File: src/design/usm_pkg.sv
package usm_pkg;

    // Word indices; the byte address is four times the index.
    localparam logic [5:0] IDX_STATUS = 6'h00;
    localparam logic [5:0] IDX_RXDATA = 6'h01;
    localparam logic [5:0] IDX_TXDATA = 6'h02;
    localparam logic [5:0] IDX_BAUD = 6'h03;
    localparam logic [5:0] IDX_MATCH = 6'h04;
    localparam logic [5:0] IDX_MODE = 6'h05;

    // Status and control field positions.
    localparam int STA_TXSEL1 = 15;
    localparam int STA_INV = 14;
    localparam int STA_TXSEL0 = 13;
    localparam int STA_BRK = 11;
    localparam int STA_TXEN = 10;
    localparam int STA_TXBF = 9;
    localparam int STA_TX_ALL_EMPTY = 8;
    localparam int STA_RXSEL1 = 7;
    localparam int STA_RXSEL0 = 6;
    localparam int STA_ADDRESS_DETECT_ENABLE = 5;
    localparam int STA_RECEIVER_IDLE = 4;
    localparam int STA_PARITY_ERROR = 3;
    localparam int STA_FRAMING_ERROR = 2;
    localparam int STA_OVERRUN_ERROR = 1;
    localparam int STA_RXDA = 0;

    // Mode field positions.
    localparam int MODE_EN = 15;
    localparam int MODE_IR = 12;
    localparam int MODE_HS = 3;
    localparam int MODE_PD1 = 2;
    localparam int MODE_PD0 = 1;
    localparam int MODE_ST = 0;

    localparam int ADDR_FLAG = 8;
    localparam int WORD_W = 9;

    localparam logic [4:0] TICKS_STD = 5'h10;
    localparam logic [4:0] TICKS_HIGH = 5'h04;
    localparam logic [2:0] QUEUE_DEPTH = 3'h4;
    localparam logic [2:0] RX_THREE = 3'h3;
    localparam logic [3:0] DATA_BITS_8 = 4'h8;
    localparam logic [3:0] DATA_BITS_9 = 4'h9;
    localparam logic [3:0] BREAK_LEN = 4'hE;
    localparam logic [13:0] BREAK_FRAME = 14'h2000;

    localparam logic [1:0] TXI_EACH = 2'h0;
    localparam logic [1:0] TXI_DONE = 2'h1;
    localparam logic [1:0] TXI_EMPTY = 2'h2;
    localparam logic [1:0] RXI_THREE = 2'h2;
    localparam logic [1:0] RXI_FULL = 2'h3;

    localparam logic [1:0] PD_NONE8 = 2'h0;
    localparam logic [1:0] PD_EVEN = 2'h1;
    localparam logic [1:0] PD_ODD = 2'h2;
    localparam logic [1:0] PD_NINE = 2'h3;

    typedef struct packed {
        logic port_enable;
        logic infrared_codec_enable;
        logic high_speed_select;
        logic [1:0] parity_data_select;
        logic stop_count_select;
    } usm_mode_type;

    typedef struct packed {
        logic parity_error;
        logic framing_error;
        logic [8:0] word;
    } usm_rx_entry_type;

    typedef struct packed {
        logic [3:0] len;
        logic [13:0] bits;
    } usm_frame_type;

    typedef enum logic [2:0] {
        RX_IDLE = 3'b001,
        RX_START = 3'b010,
        RX_DATA = 3'b100
    } usm_rx_state_type;

endpackage

File: src/design/usm_uart.sv
// Overview of operation
// Select 10: interrupt when load empties buffer
// Select 01: interrupt when all transmission done
// Select 00: interrupt on every load; 11 reserved
// Polarity bit sets idle level, codec-dependent
// Break: start, twelve zeros, stop; self-clearing
// Transmit disable aborts, flushes, releases pin
// Buffer full flag when no room left
// Transmit idle flag: shifter and buffer empty
// Receive select 11: interrupt on fourth character
// Receive select 10: interrupt on third character
// Receive select 0x: interrupt every character
// Address detect acts only in 9-bit mode
// Receiver idle flag, reset one
// Parity error follows receive head entry
// Framing error follows receive head entry
// Overrun on overflow; clearing flushes receiver
// Data available while receive buffer nonempty
// Receive word in bits 8-0, upper zero
// Transmit word in bits 8-0, upper zero
// Sixteen-bit divisor, reset zero, sets rate
// Mask bits select compared address bits
// Low byte holds address compared in hardware
// Sixteen ticks per bit, four in high speed
// Parity/data select: 9N, 8O, 8E, 8N
// Stop select: two stop bits or one
// Break started by dummy write, value ignored
// Frame: start, data LSB first, parity, stops
//
// The placing of the registers and the Wishbone register port were chosen for this implementation.
`timescale 1ns/1ps
`default_nettype none

module usm_uart (
    input wire logic clock_i,
    input wire logic rst_i,
    input wire logic wb_cyc_i,
    input wire logic wb_stb_i,
    input wire logic wb_we_i,
    input wire logic [7:0] wb_adr_i,
    input wire logic [3:0] wb_sel_i,
    input wire logic [31:0] wb_dat_i,
    output logic [31:0] wb_dat_o,
    output logic wb_ack_o,
    input wire logic rx_i,
    output logic tx_o,
    output logic tx_oe_o,
    output logic tx_irq_o,
    output logic rx_irq_o
);

    function automatic logic parity_bit(input logic [7:0] d, input logic [1:0] pd);
        parity_bit = (^d) ^ (pd == usm_pkg::PD_ODD);
    endfunction

    function automatic logic has_parity(input logic [1:0] pd);
        has_parity = (pd == usm_pkg::PD_EVEN) || (pd == usm_pkg::PD_ODD);
    endfunction

    function automatic logic [3:0] data_bits(input logic [1:0] pd);
        data_bits = (pd == usm_pkg::PD_NINE) ? usm_pkg::DATA_BITS_9 : usm_pkg::DATA_BITS_8;
    endfunction

    function automatic usm_pkg::usm_frame_type build_frame(
        input logic [8:0] d, input usm_pkg::usm_mode_type m, input logic brk);
        logic [3:0] nd;
        logic [13:0] f;
        nd = data_bits(m.parity_data_select);
        f = '1;
        f[0] = 1'b0;
        for (int i = 0; i < usm_pkg::WORD_W; i++)
        begin
            if (i < int'(nd))
                f[i + 1] = d[i];
        end
        if (has_parity(m.parity_data_select))
            f[nd + 4'h1] = parity_bit(d[7:0], m.parity_data_select);
        build_frame.bits = f;
        build_frame.len = 4'h2 + nd + {3'h0, has_parity(m.parity_data_select)}
            + {3'h0, m.stop_count_select};
        if (brk)
        begin
            build_frame.bits = usm_pkg::BREAK_FRAME;
            build_frame.len = usm_pkg::BREAK_LEN;
        end
    endfunction

    function automatic logic [15:0] merge16(input logic [15:0] old,
        input logic [15:0] nw, input logic [1:0] sel);
        merge16[7:0] = sel[0] ? nw[7:0] : old[7:0];
        merge16[15:8] = sel[1] ? nw[15:8] : old[15:8];
    endfunction

    logic ack_r;
    logic [31:0] dat_r;
    logic [1:0] tx_sel_r;
    logic inv_r;
    logic brk_r;
    logic txen_r;
    logic txen_prev_r;
    logic [1:0] rx_sel_r;
    logic address_detect_enable_r;
    logic overrun_error_r;
    usm_pkg::usm_mode_type mode_r;
    logic [15:0] baud_r;
    logic [15:0] match_r;
    logic [15:0] brg_cnt_r;
    logic tick_r;
    logic [8:0] txq_r [0:3];
    logic [1:0] txq_wp_r;
    logic [1:0] txq_rp_r;
    logic [2:0] txq_cnt_r;
    logic [13:0] tsr_r;
    logic [3:0] tx_len_r;
    logic [4:0] tx_sub_r;
    logic tx_busy_r;
    logic brk_frame_r;
    logic tx_r;
    logic oe_r;
    logic tx_irq_r;
    usm_pkg::usm_rx_state_type rx_state_r;
    logic [4:0] rx_sub_r;
    logic [3:0] rx_idx_r;
    logic [9:0] rx_sh_r;
    logic addr_open_r;
    usm_pkg::usm_rx_entry_type rxq_r [0:3];
    logic [1:0] rxq_wp_r;
    logic [1:0] rxq_rp_r;
    logic [2:0] rxq_cnt_r;
    logic rx_irq_r;

    logic bus_hit;
    logic [5:0] idx;
    logic wr;
    logic rd;
    logic wr_sta;
    logic [15:0] sta;
    logic [4:0] bit_last;
    logic [4:0] half_last;
    logic tx_flush;
    logic tx_load;
    logic tx_push;
    logic tx_bit_end;
    logic tx_done;
    usm_pkg::usm_frame_type frame;
    logic rx_bit_end;
    logic rx_finish;
    logic [3:0] stop_idx;
    usm_pkg::usm_rx_entry_type fin;
    logic addr_hit;
    logic accept;
    logic rx_push;
    logic rx_pop;
    logic overrun_error_set;
    logic overrun_error_clear;
    usm_pkg::usm_rx_entry_type head;

    assign wb_ack_o = ack_r;
    assign wb_dat_o = dat_r;
    assign tx_o = tx_r;
    assign tx_oe_o = oe_r;
    assign tx_irq_o = tx_irq_r;
    assign rx_irq_o = rx_irq_r;

    always_comb
    begin
        bus_hit = wb_cyc_i & wb_stb_i & ~ack_r;
        idx = wb_adr_i[7:2];
        wr = bus_hit & wb_we_i;
        rd = bus_hit & ~wb_we_i;
        wr_sta = wr & (idx == usm_pkg::IDX_STATUS);
        bit_last = (mode_r.high_speed_select ? usm_pkg::TICKS_HIGH
            : usm_pkg::TICKS_STD) - 5'h01;
        half_last = {1'b0, bit_last[4:1]};
        head = rxq_r[rxq_rp_r];
        sta = 16'h0000;
        sta[usm_pkg::STA_TXSEL1] = tx_sel_r[1];
        sta[usm_pkg::STA_INV] = inv_r;
        sta[usm_pkg::STA_TXSEL0] = tx_sel_r[0];
        sta[usm_pkg::STA_BRK] = brk_r;
        sta[usm_pkg::STA_TXEN] = txen_r;
        sta[usm_pkg::STA_TXBF] = (txq_cnt_r == usm_pkg::QUEUE_DEPTH);
        sta[usm_pkg::STA_TX_ALL_EMPTY] = ~tx_busy_r & (txq_cnt_r == 3'h0);
        sta[usm_pkg::STA_RXSEL1] = rx_sel_r[1];
        sta[usm_pkg::STA_RXSEL0] = rx_sel_r[0];
        sta[usm_pkg::STA_ADDRESS_DETECT_ENABLE] = address_detect_enable_r;
        sta[usm_pkg::STA_RECEIVER_IDLE] = (rx_state_r == usm_pkg::RX_IDLE);
        sta[usm_pkg::STA_PARITY_ERROR] = (rxq_cnt_r != 3'h0) & head.parity_error;
        sta[usm_pkg::STA_FRAMING_ERROR] = (rxq_cnt_r != 3'h0) & head.framing_error;
        sta[usm_pkg::STA_OVERRUN_ERROR] = overrun_error_r;
        sta[usm_pkg::STA_RXDA] = (rxq_cnt_r != 3'h0);
    end

    // Registered answer: ack comes one edge after the request is seen.
    always_ff @(posedge clock_i or posedge rst_i)
    begin
        if (rst_i)
        begin
            ack_r <= 1'b0;
            dat_r <= 32'h0000_0000;
        end
        else
        begin
            ack_r <= bus_hit;
            dat_r <= 32'h0000_0000;
            if (rd)
            begin
                unique case (idx)
                    usm_pkg::IDX_STATUS: dat_r[15:0] <= sta;
                    usm_pkg::IDX_RXDATA:
                        if (rxq_cnt_r != 3'h0)
                            dat_r[8:0] <= head.word;
                    usm_pkg::IDX_BAUD: dat_r[15:0] <= baud_r;
                    usm_pkg::IDX_MATCH: dat_r[15:0] <= match_r;
                    usm_pkg::IDX_MODE:
                    begin
                        dat_r[usm_pkg::MODE_EN] <= mode_r.port_enable;
                        dat_r[usm_pkg::MODE_IR] <= mode_r.infrared_codec_enable;
                        dat_r[usm_pkg::MODE_HS] <= mode_r.high_speed_select;
                        dat_r[usm_pkg::MODE_PD1:usm_pkg::MODE_PD0]
                            <= mode_r.parity_data_select;
                        dat_r[usm_pkg::MODE_ST] <= mode_r.stop_count_select;
                    end
                    default: dat_r <= 32'h0000_0000;
                endcase
            end
        end
    end

    // Control fields of the status register.
    always_ff @(posedge clock_i or posedge rst_i)
    begin
        if (rst_i)
        begin
            tx_sel_r <= 2'h0;
            inv_r <= 1'b0;
            brk_r <= 1'b0;
            txen_r <= 1'b0;
            txen_prev_r <= 1'b0;
            rx_sel_r <= 2'h0;
            address_detect_enable_r <= 1'b0;
        end
        else
        begin
            txen_prev_r <= txen_r;
            if (tx_done & brk_frame_r)
                brk_r <= 1'b0;
            if (wr_sta & wb_sel_i[1])
            begin
                tx_sel_r <= {wb_dat_i[usm_pkg::STA_TXSEL1], wb_dat_i[usm_pkg::STA_TXSEL0]};
                inv_r <= wb_dat_i[usm_pkg::STA_INV];
                brk_r <= wb_dat_i[usm_pkg::STA_BRK];
                txen_r <= wb_dat_i[usm_pkg::STA_TXEN];
            end
            if (wr_sta & wb_sel_i[0])
            begin
                rx_sel_r <= wb_dat_i[usm_pkg::STA_RXSEL1:usm_pkg::STA_RXSEL0];
                address_detect_enable_r <= wb_dat_i[usm_pkg::STA_ADDRESS_DETECT_ENABLE];
            end
        end
    end

    // Plain configuration registers.
    always_ff @(posedge clock_i or posedge rst_i)
    begin
        if (rst_i)
        begin
            baud_r <= 16'h0000;
            match_r <= 16'h0000;
            mode_r <= '0;
        end
        else if (wr)
        begin
            if (idx == usm_pkg::IDX_BAUD)
                baud_r <= merge16(baud_r, wb_dat_i[15:0], wb_sel_i[1:0]);
            if (idx == usm_pkg::IDX_MATCH)
                match_r <= merge16(match_r, wb_dat_i[15:0], wb_sel_i[1:0]);
            if (idx == usm_pkg::IDX_MODE)
            begin
                if (wb_sel_i[1])
                begin
                    mode_r.port_enable <= wb_dat_i[usm_pkg::MODE_EN];
                    mode_r.infrared_codec_enable <= wb_dat_i[usm_pkg::MODE_IR];
                end
                if (wb_sel_i[0])
                begin
                    mode_r.high_speed_select <= wb_dat_i[usm_pkg::MODE_HS];
                    mode_r.parity_data_select
                        <= wb_dat_i[usm_pkg::MODE_PD1:usm_pkg::MODE_PD0];
                    mode_r.stop_count_select <= wb_dat_i[usm_pkg::MODE_ST];
                end
            end
        end
    end

    // Generator ticks at clock/(divisor+1); held cleared while disabled.
    always_ff @(posedge clock_i or posedge rst_i)
    begin
        if (rst_i)
        begin
            brg_cnt_r <= 16'h0000;
            tick_r <= 1'b0;
        end
        else if (!mode_r.port_enable)
        begin
            brg_cnt_r <= 16'h0000;
            tick_r <= 1'b0;
        end
        else
        begin
            tick_r <= (brg_cnt_r == baud_r);
            brg_cnt_r <= (brg_cnt_r == baud_r) ? 16'h0000 : brg_cnt_r + 16'h0001;
        end
    end

    always_comb
    begin
        // Flushing on the falling edge of enable lets software preload
        // the buffer while transmit is off and start it by enabling.
        tx_flush = (txen_prev_r & ~txen_r) | ~mode_r.port_enable;
        tx_push = wr & (idx == usm_pkg::IDX_TXDATA) & wb_sel_i[0]
            & (txq_cnt_r != usm_pkg::QUEUE_DEPTH) & ~tx_flush;
        tx_load = ~tx_busy_r & (txq_cnt_r != 3'h0) & txen_r & ~tx_flush;
        frame = build_frame(txq_r[txq_rp_r], mode_r, brk_r);
        tx_bit_end = tx_busy_r & tick_r & (tx_sub_r == bit_last);
        tx_done = tx_bit_end & (tx_len_r == 4'h1);
    end

    always_ff @(posedge clock_i or posedge rst_i)
    begin
        if (rst_i)
        begin
            txq_wp_r <= 2'h0;
            txq_rp_r <= 2'h0;
            txq_cnt_r <= 3'h0;
            for (int i = 0; i < 4; i++)
                txq_r[i] <= 9'h000;
        end
        else if (tx_flush)
        begin
            txq_wp_r <= 2'h0;
            txq_rp_r <= 2'h0;
            txq_cnt_r <= 3'h0;
        end
        else
        begin
            if (tx_push)
            begin
                txq_r[txq_wp_r] <= {wb_sel_i[1] & wb_dat_i[8], wb_dat_i[7:0]};
                txq_wp_r <= txq_wp_r + 2'h1;
            end
            if (tx_load)
                txq_rp_r <= txq_rp_r + 2'h1;
            txq_cnt_r <= txq_cnt_r + {2'h0, tx_push} - {2'h0, tx_load};
        end
    end

    // Transmit shifter; bit 0 of the frame goes out first.
    always_ff @(posedge clock_i or posedge rst_i)
    begin
        if (rst_i)
        begin
            tsr_r <= '1;
            tx_len_r <= 4'h0;
            tx_sub_r <= 5'h00;
            tx_busy_r <= 1'b0;
            brk_frame_r <= 1'b0;
        end
        else if (tx_flush)
            tx_busy_r <= 1'b0;
        else if (tx_load)
        begin
            tsr_r <= frame.bits;
            tx_len_r <= frame.len;
            tx_sub_r <= 5'h00;
            tx_busy_r <= 1'b1;
            brk_frame_r <= brk_r;
        end
        else if (tx_busy_r & tick_r)
        begin
            tx_sub_r <= tx_bit_end ? 5'h00 : tx_sub_r + 5'h01;
            if (tx_bit_end)
            begin
                tsr_r <= {1'b1, tsr_r[13:1]};
                tx_len_r <= tx_len_r - 4'h1;
                if (tx_done)
                    tx_busy_r <= 1'b0;
            end
        end
    end

    always_ff @(posedge clock_i or posedge rst_i)
    begin
        if (rst_i)
        begin
            tx_r <= 1'b1;
            oe_r <= 1'b0;
            tx_irq_r <= 1'b0;
        end
        else
        begin
            // The codec reverses the sense of the polarity bit.
            tx_r <= (tx_busy_r ? tsr_r[0] : 1'b1)
                ^ (inv_r ^ mode_r.infrared_codec_enable);
            oe_r <= mode_r.port_enable & txen_r;
            unique case (tx_sel_r)
                usm_pkg::TXI_EACH: tx_irq_r <= tx_load;
                usm_pkg::TXI_EMPTY:
                    tx_irq_r <= tx_load & (txq_cnt_r == 3'h1) & ~tx_push;
                usm_pkg::TXI_DONE:
                    tx_irq_r <= tx_done & (txq_cnt_r == 3'h0);
                default: tx_irq_r <= 1'b0;
            endcase
        end
    end

    always_comb
    begin
        rx_bit_end = tick_r & (rx_sub_r == bit_last);
        stop_idx = data_bits(mode_r.parity_data_select)
            + {3'h0, has_parity(mode_r.parity_data_select)};
        rx_finish = (rx_state_r == usm_pkg::RX_DATA) & rx_bit_end & (rx_idx_r == stop_idx);
        fin.word = (mode_r.parity_data_select == usm_pkg::PD_NINE)
            ? rx_sh_r[usm_pkg::WORD_W - 1:0] : {1'b0, rx_sh_r[7:0]};
        fin.framing_error = ~rx_i;
        fin.parity_error = has_parity(mode_r.parity_data_select)
            & (rx_sh_r[usm_pkg::ADDR_FLAG]
            != parity_bit(rx_sh_r[7:0], mode_r.parity_data_select));
        addr_hit = ((fin.word[7:0] ^ match_r[7:0]) & match_r[15:8]) == 8'h00;
        accept = 1'b1;
        if (address_detect_enable_r & (mode_r.parity_data_select == usm_pkg::PD_NINE))
            accept = fin.word[usm_pkg::ADDR_FLAG] ? addr_hit : addr_open_r;
        overrun_error_set = rx_finish & accept & (rxq_cnt_r == usm_pkg::QUEUE_DEPTH);
        rx_push = rx_finish & accept & (rxq_cnt_r != usm_pkg::QUEUE_DEPTH);
        overrun_error_clear = wr_sta & wb_sel_i[0] & overrun_error_r & ~wb_dat_i[usm_pkg::STA_OVERRUN_ERROR]
            & ~overrun_error_set;
        rx_pop = rd & (idx == usm_pkg::IDX_RXDATA) & (rxq_cnt_r != 3'h0);
    end

    // Receiver: centre of start bit, then one sample per bit period.
    always_ff @(posedge clock_i or posedge rst_i)
    begin
        if (rst_i)
        begin
            rx_state_r <= usm_pkg::RX_IDLE;
            rx_sub_r <= 5'h00;
            rx_idx_r <= 4'h0;
            rx_sh_r <= 10'h000;
            addr_open_r <= 1'b0;
        end
        else if (overrun_error_clear | ~mode_r.port_enable)
            rx_state_r <= usm_pkg::RX_IDLE;
        else if (tick_r)
        begin
            rx_sub_r <= rx_sub_r + 5'h01;
            unique case (rx_state_r)
                usm_pkg::RX_IDLE:
                begin
                    rx_sub_r <= 5'h00;
                    if (!rx_i)
                        rx_state_r <= usm_pkg::RX_START;
                end
                usm_pkg::RX_START:
                    if (rx_sub_r == half_last)
                    begin
                        rx_sub_r <= 5'h00;
                        rx_idx_r <= 4'h0;
                        rx_state_r <= rx_i ? usm_pkg::RX_IDLE : usm_pkg::RX_DATA;
                    end
                usm_pkg::RX_DATA:
                    if (rx_bit_end)
                    begin
                        rx_sub_r <= 5'h00;
                        rx_sh_r[rx_idx_r] <= rx_i;
                        rx_idx_r <= rx_idx_r + 4'h1;
                        if (rx_finish)
                        begin
                            rx_state_r <= usm_pkg::RX_IDLE;
                            if (address_detect_enable_r & fin.word[usm_pkg::ADDR_FLAG])
                                addr_open_r <= addr_hit;
                        end
                    end
                default: rx_state_r <= usm_pkg::RX_IDLE;
            endcase
        end
    end

    always_ff @(posedge clock_i or posedge rst_i)
    begin
        if (rst_i)
        begin
            rxq_wp_r <= 2'h0;
            rxq_rp_r <= 2'h0;
            rxq_cnt_r <= 3'h0;
            for (int i = 0; i < 4; i++)
                rxq_r[i] <= '0;
        end
        else if (overrun_error_clear)
        begin
            rxq_wp_r <= 2'h0;
            rxq_rp_r <= 2'h0;
            rxq_cnt_r <= 3'h0;
        end
        else
        begin
            if (rx_push)
            begin
                rxq_r[rxq_wp_r] <= fin;
                rxq_wp_r <= rxq_wp_r + 2'h1;
            end
            if (rx_pop)
                rxq_rp_r <= rxq_rp_r + 2'h1;
            rxq_cnt_r <= rxq_cnt_r + {2'h0, rx_push} - {2'h0, rx_pop};
        end
    end

    // The new overrun wins over a clear written in the same cycle.
    always_ff @(posedge clock_i or posedge rst_i)
    begin
        if (rst_i)
        begin
            overrun_error_r <= 1'b0;
            rx_irq_r <= 1'b0;
        end
        else
        begin
            if (overrun_error_set)
                overrun_error_r <= 1'b1;
            else if (overrun_error_clear)
                overrun_error_r <= 1'b0;
            unique case (rx_sel_r)
                usm_pkg::RXI_FULL:
                    rx_irq_r <= rx_push & (rxq_cnt_r + 3'h1 - {2'h0, rx_pop}
                        == usm_pkg::QUEUE_DEPTH);
                usm_pkg::RXI_THREE:
                    rx_irq_r <= rx_push & (rxq_cnt_r + 3'h1 - {2'h0, rx_pop}
                        == usm_pkg::RX_THREE);
                default: rx_irq_r <= rx_push;
            endcase
        end
    end

endmodule

`default_nettype wire

File: config.mk
export PLATFORM = sky130hd
export DESIGN_NAME = usm_uart
export DESIGN_NICKNAME = d
export VERILOG_FILES = /design/src/design/usm_pkg.sv /design/src/design/usm_uart.sv
export SDC_FILE = /design/constraint.sdc
export NUM_CORES = 1
export LEC_CHECK = 0
export BUFFER_PORTS_ARGS = -buffer_cell sky130_fd_sc_hd__clkbuf_2
export CAP_MARGIN = 20
export CORE_MARGIN = 4
export CORE_UTILIZATION = 55
export DETAILED_ROUTE_END_ITERATION = 7
export HOLD_SLACK_MARGIN = 0.1
export PLACE_DENSITY_LB_ADDON = 0.12
export SYNTH_ARGS = -nofsm -noshare
export SYNTH_HDL_FRONTEND = slang
export SYNTH_SLANG_ARGS = --single-unit
File: constraint.sdc
create_clock -name clock_i -period 9.72 [get_ports clock_i]
set_clock_uncertainty 0.15 [all_clocks]
set_input_delay 0 -clock clock_i [delete_from_list [all_inputs] [get_ports clock_i]]
set_output_delay 0 -clock clock_i [all_outputs]
set_load 0.005 [all_outputs]
==> out/qor_table.md <==
| Result | Value |
| --- | --- |
| Utilization of the core after routing | 64.1% |
| Vias after detailed routing | 8,033 |
| Top flip-flop cell by instance count after synthesis | sky130_fd_sc_hd__dfrtp_1 |
| Total of endpoints with negative setup slack in the final report | 0 |
| Height of the die | 153 microns |
| Status | finished, final reports clean |
| Pwr/cell area | 170 nW/um^2 |
| Largest net degree at the start of global routing | 98 |
| All-Layer GR Usage | 23.6% |
| Starting density of the core | 56.3% |
| Count of antenna diodes in the layout | 0 |
| Number of storage elements in the synthesis netlist | 226 |
| Remaining routing DRC violations | 0 |
| Actual slew at the worst max-slew pin | 0.951 ns |
| Library cells used by synthesis | 68 |
| Clock-pin slew reported for the worst setup and hold paths after clock tree synthesis | 0.06 ns |
| GRT Residual Overflow | 0 |
| CTS Buffer Depth | 3 |
| Cell with the largest stage delay on the worst path | sky130_fd_sc_hd__nor3_1 |
| Final cycle utilization of the critical path | 40.3% |
| Post-synthesis cell count | 1,007 |
| Minimum period implied by the final worst setup slack | 3.92 ns |
| Via count of the first global-routing pass | 7,865 |
| Final number of hold-violating endpoints | 0 |
| Path class of the lowest-slack min-delay path | in2reg |
| Required arrival time at the worst endpoint | 9.96 ns |
| Initial drt markers | 694 |
| Area of the die | 23,300 sq um |
| Max-cap violation count | 0 |
| Highest achievable clock rate | 255 MHz |
| Width of the die | 153 microns |
| Hold-fix buffers, CTS | 40 |
| Most used cell, CP | sky130_fd_sc_hd__inv_1 |
| Setup Total Neg Slack | 0 ns |
| Post-synth top area cell | sky130_fd_sc_hd__dfrtp_1 |
| Relative slew slack | 36.6% |
| Final Wtd Congestion | 0.859 |
| Post-Route WL | 27,500 microns |
| Post-layout worst setup margin | 5.80 ns |
| H-tree Lvls | 1 |
| Number of post-CTS setup repair buffers | 0 |
| Detail Placement HPWL | 19,100 microns |
| P_leak | 0.00622 uW |
| Most used standard cells in the synthesized netlist | sky130_fd_sc_hd__dfrtp_1, sky130_fd_sc_hd__mux2_2, sky130_fd_sc_hd__nand2_1, sky130_fd_sc_hd__nor2_1, sky130_fd_sc_hd__o21ai_0 |
| YS warnings | 0 |
| Fraction of layout instances using a drive strength above 1 | 23.9% |
| Area grow syn2layout | 13.8% |
| Final Slew Violations | 0 |
| CTS tree | built |
| Vias per Instance | 5.85 |
| Max VDD drop | 0.122 mV |
| Routed wire per std cell | 20.1 microns |
| Setup crit start kind | flip-flop |
| Global-route wire length before repair | 44,200 microns |
| I/O pin cnt | 87 |
| EDFF count, synth | 0 |
| Number of rows created at floorplan | 52 |
| Share of the synthesized area in the top cell type | 45.9% |
| Part of the Yosys area used for sequential elements | 49.3% |
| Clock buffer count from CTS | 25 |
| Clk sinks | 226 |
| Core footprint | 20,400 sq um |
| Mean instance size in the synthesized netlist | 11.4 sq um |
| Maximum fanout count along the critical path | 16 |
| Crit Path Category | reg2reg |
| Number of input and output port buffers inserted | 50 |
| Initial antenna violation count | 0 |
| Most frequent cell after synthesis | sky130_fd_sc_hd__dfrtp_1 |
| Quantity of gates resized following cts | 0 |
| Delay contributed by the slowest stage of the critical path | 0.68 ns |
| Worst-case setup slack after placement | 5.83 ns |
| Data arrival time of the critical path | 4.15 ns |
| Cell types with the largest area share after synthesis | sky130_fd_sc_hd__dfrtp_1, sky130_fd_sc_hd__mux2_2, sky130_fd_sc_hd__mux4_2 |
| Setup repair after global routing missed its margin | no |
| Length of the first detailed-routing pass in iterations | 5 |
| Clock Tree Root | sky130_fd_sc_hd__clkbuf_16 |
| Fraction of registers with async set or reset after synthesis | 100% |
| Synthesized area | 11,500 sq um |
| Ordered cell list for the critical path | nor3_1 -> nor3_1 -> nand2_1 -> inv_1 -> ha_1 -> inv_1 -> ha_1 -> inv_1 -> fa_1 -> xor2_1 -> xnor2_1 -> nor2_1 |
| Number of routed nets with antenna violations | 0 |
| Clock latency at the later pin of the worst-skew pair | 0.52 ns |
| Kind of end point of the critical path | flip-flop |
| Final layout net count | 1,164 |
-- flip-flops by register name, summed over array words and instances, names as in the netlist, 3 cells and up --
name        flops
rx_state_r      3
tx_sub_r        5
mode_r          6
rx_sub_r        5
rx_idx_r        4
tx_len_r        4
txq_cnt_r       3
tsr_r          13
baud_r         16
match_r        16
rxq_cnt_r       3
brg_cnt_r      16
wb_dat_o       16
txq_r          36
rx_sh_r         9
rxq_r          44
-- cells by family (layout without fill, tap and decap cells) --
logic type	after synthesis	count (layout)	synth area share, %
muxes	140	140	16.2
adders and majority gates	29	29	3.35
DFF	226	226	49.3
AOI/OAI and AO/OA	149	149	8.22
and+or+nand+nor	299	299	13.6
buffers and inverters	92	172	3.84
other	1	16	0.0326
xor gates and xnor gates	71	71	5.41
-- placed cells by master (no fill, tap or decap), drive strengths merged, types with 4 or more instances in the layout --
cell and count:
a222oi 10, o31ai 7, ha 26, mux2 119, nand3 20, nor2b 10, and3 17, nor3b 8
a21oi 37, o21ai 49, dfrtp 211, xor2 42, and2 5, a22oi 10, dfstp 15, clkbuf 88
conb 16, or3 6, nor3 18, clkinv 4, a31oi 7, nor4b 5, xnor2 29, nor2 75
buf 9, inv 29, nand2b 5, dlygate4sd3 40, mux4 19, nand2 90, nor4 9, nand4 20
-- final timing paths --
check	startpoint	end	slack [ns]	depth (start not counted)
min reg2reg	txen_r	txen_prev_r	0.29	0
max	txq_cnt_r[1]	txq_cnt_r[2]	5.80	12
min	wb_dat_i[12]	mode_r[4]	0.15	3
max reg2reg	txq_cnt_r[1]	txq_cnt_r[2]	5.80	12
min in group asynchronous	rst_i	rxq_r[12]	0.60	4
max in group asynchronous	rst_i	inv_r	7.66	5
-- routing by layer --
metal  track usage [%]  routed length (microns)
met5                 0                        0
met3              3.15                     1550
met2              37.8                    13000
met1              35.1                    12500
met4              4.24                      485
-- report_power, final --
group | internal [uW] | switching, uW
Clock | 537 | 372
Combinational | 108 | 144
Sequential | 991 | 68.5
Total | 1640 | 584
-- layout make-up --
cell class	count	area (sq um)
Fill cell	1651	7340
Sequential cell	226	5670
Multi-Input combinational cell	704	5450
Timing Repair Buffer	99	738
Clock buffer	38	724
Tap cell	270	338
Inverter	29	116
Clock inverter	6	57.6
-- through the flow --
step                total power, uW  hold slack [ns]  cells  cell area, sq um
floorplan                      1250          -0.0332   1022             11600
global placement               1310           0.0147   1287             11900
detailed placement             1310           0.0203   1287             11900
CTS                            2240            0.134   1371             13100
global route                   2320            0.163   1372             13100
finish                         2220            0.150   1372             13100
-- worst max-delay path, delay by kind of cell (launching register included) --
family | cells | cell delay [ns]
adder cells (fa/ha/maj) | 3 | 0.82
flip-flops | 1 | 0.44
buffers and inverters | 3 | 0.61
XOR/XNOR | 2 | 0.31
AND/OR/NAND/NOR | 4 | 1.46
Note: power is estimated with default switching activity, not from simulation.
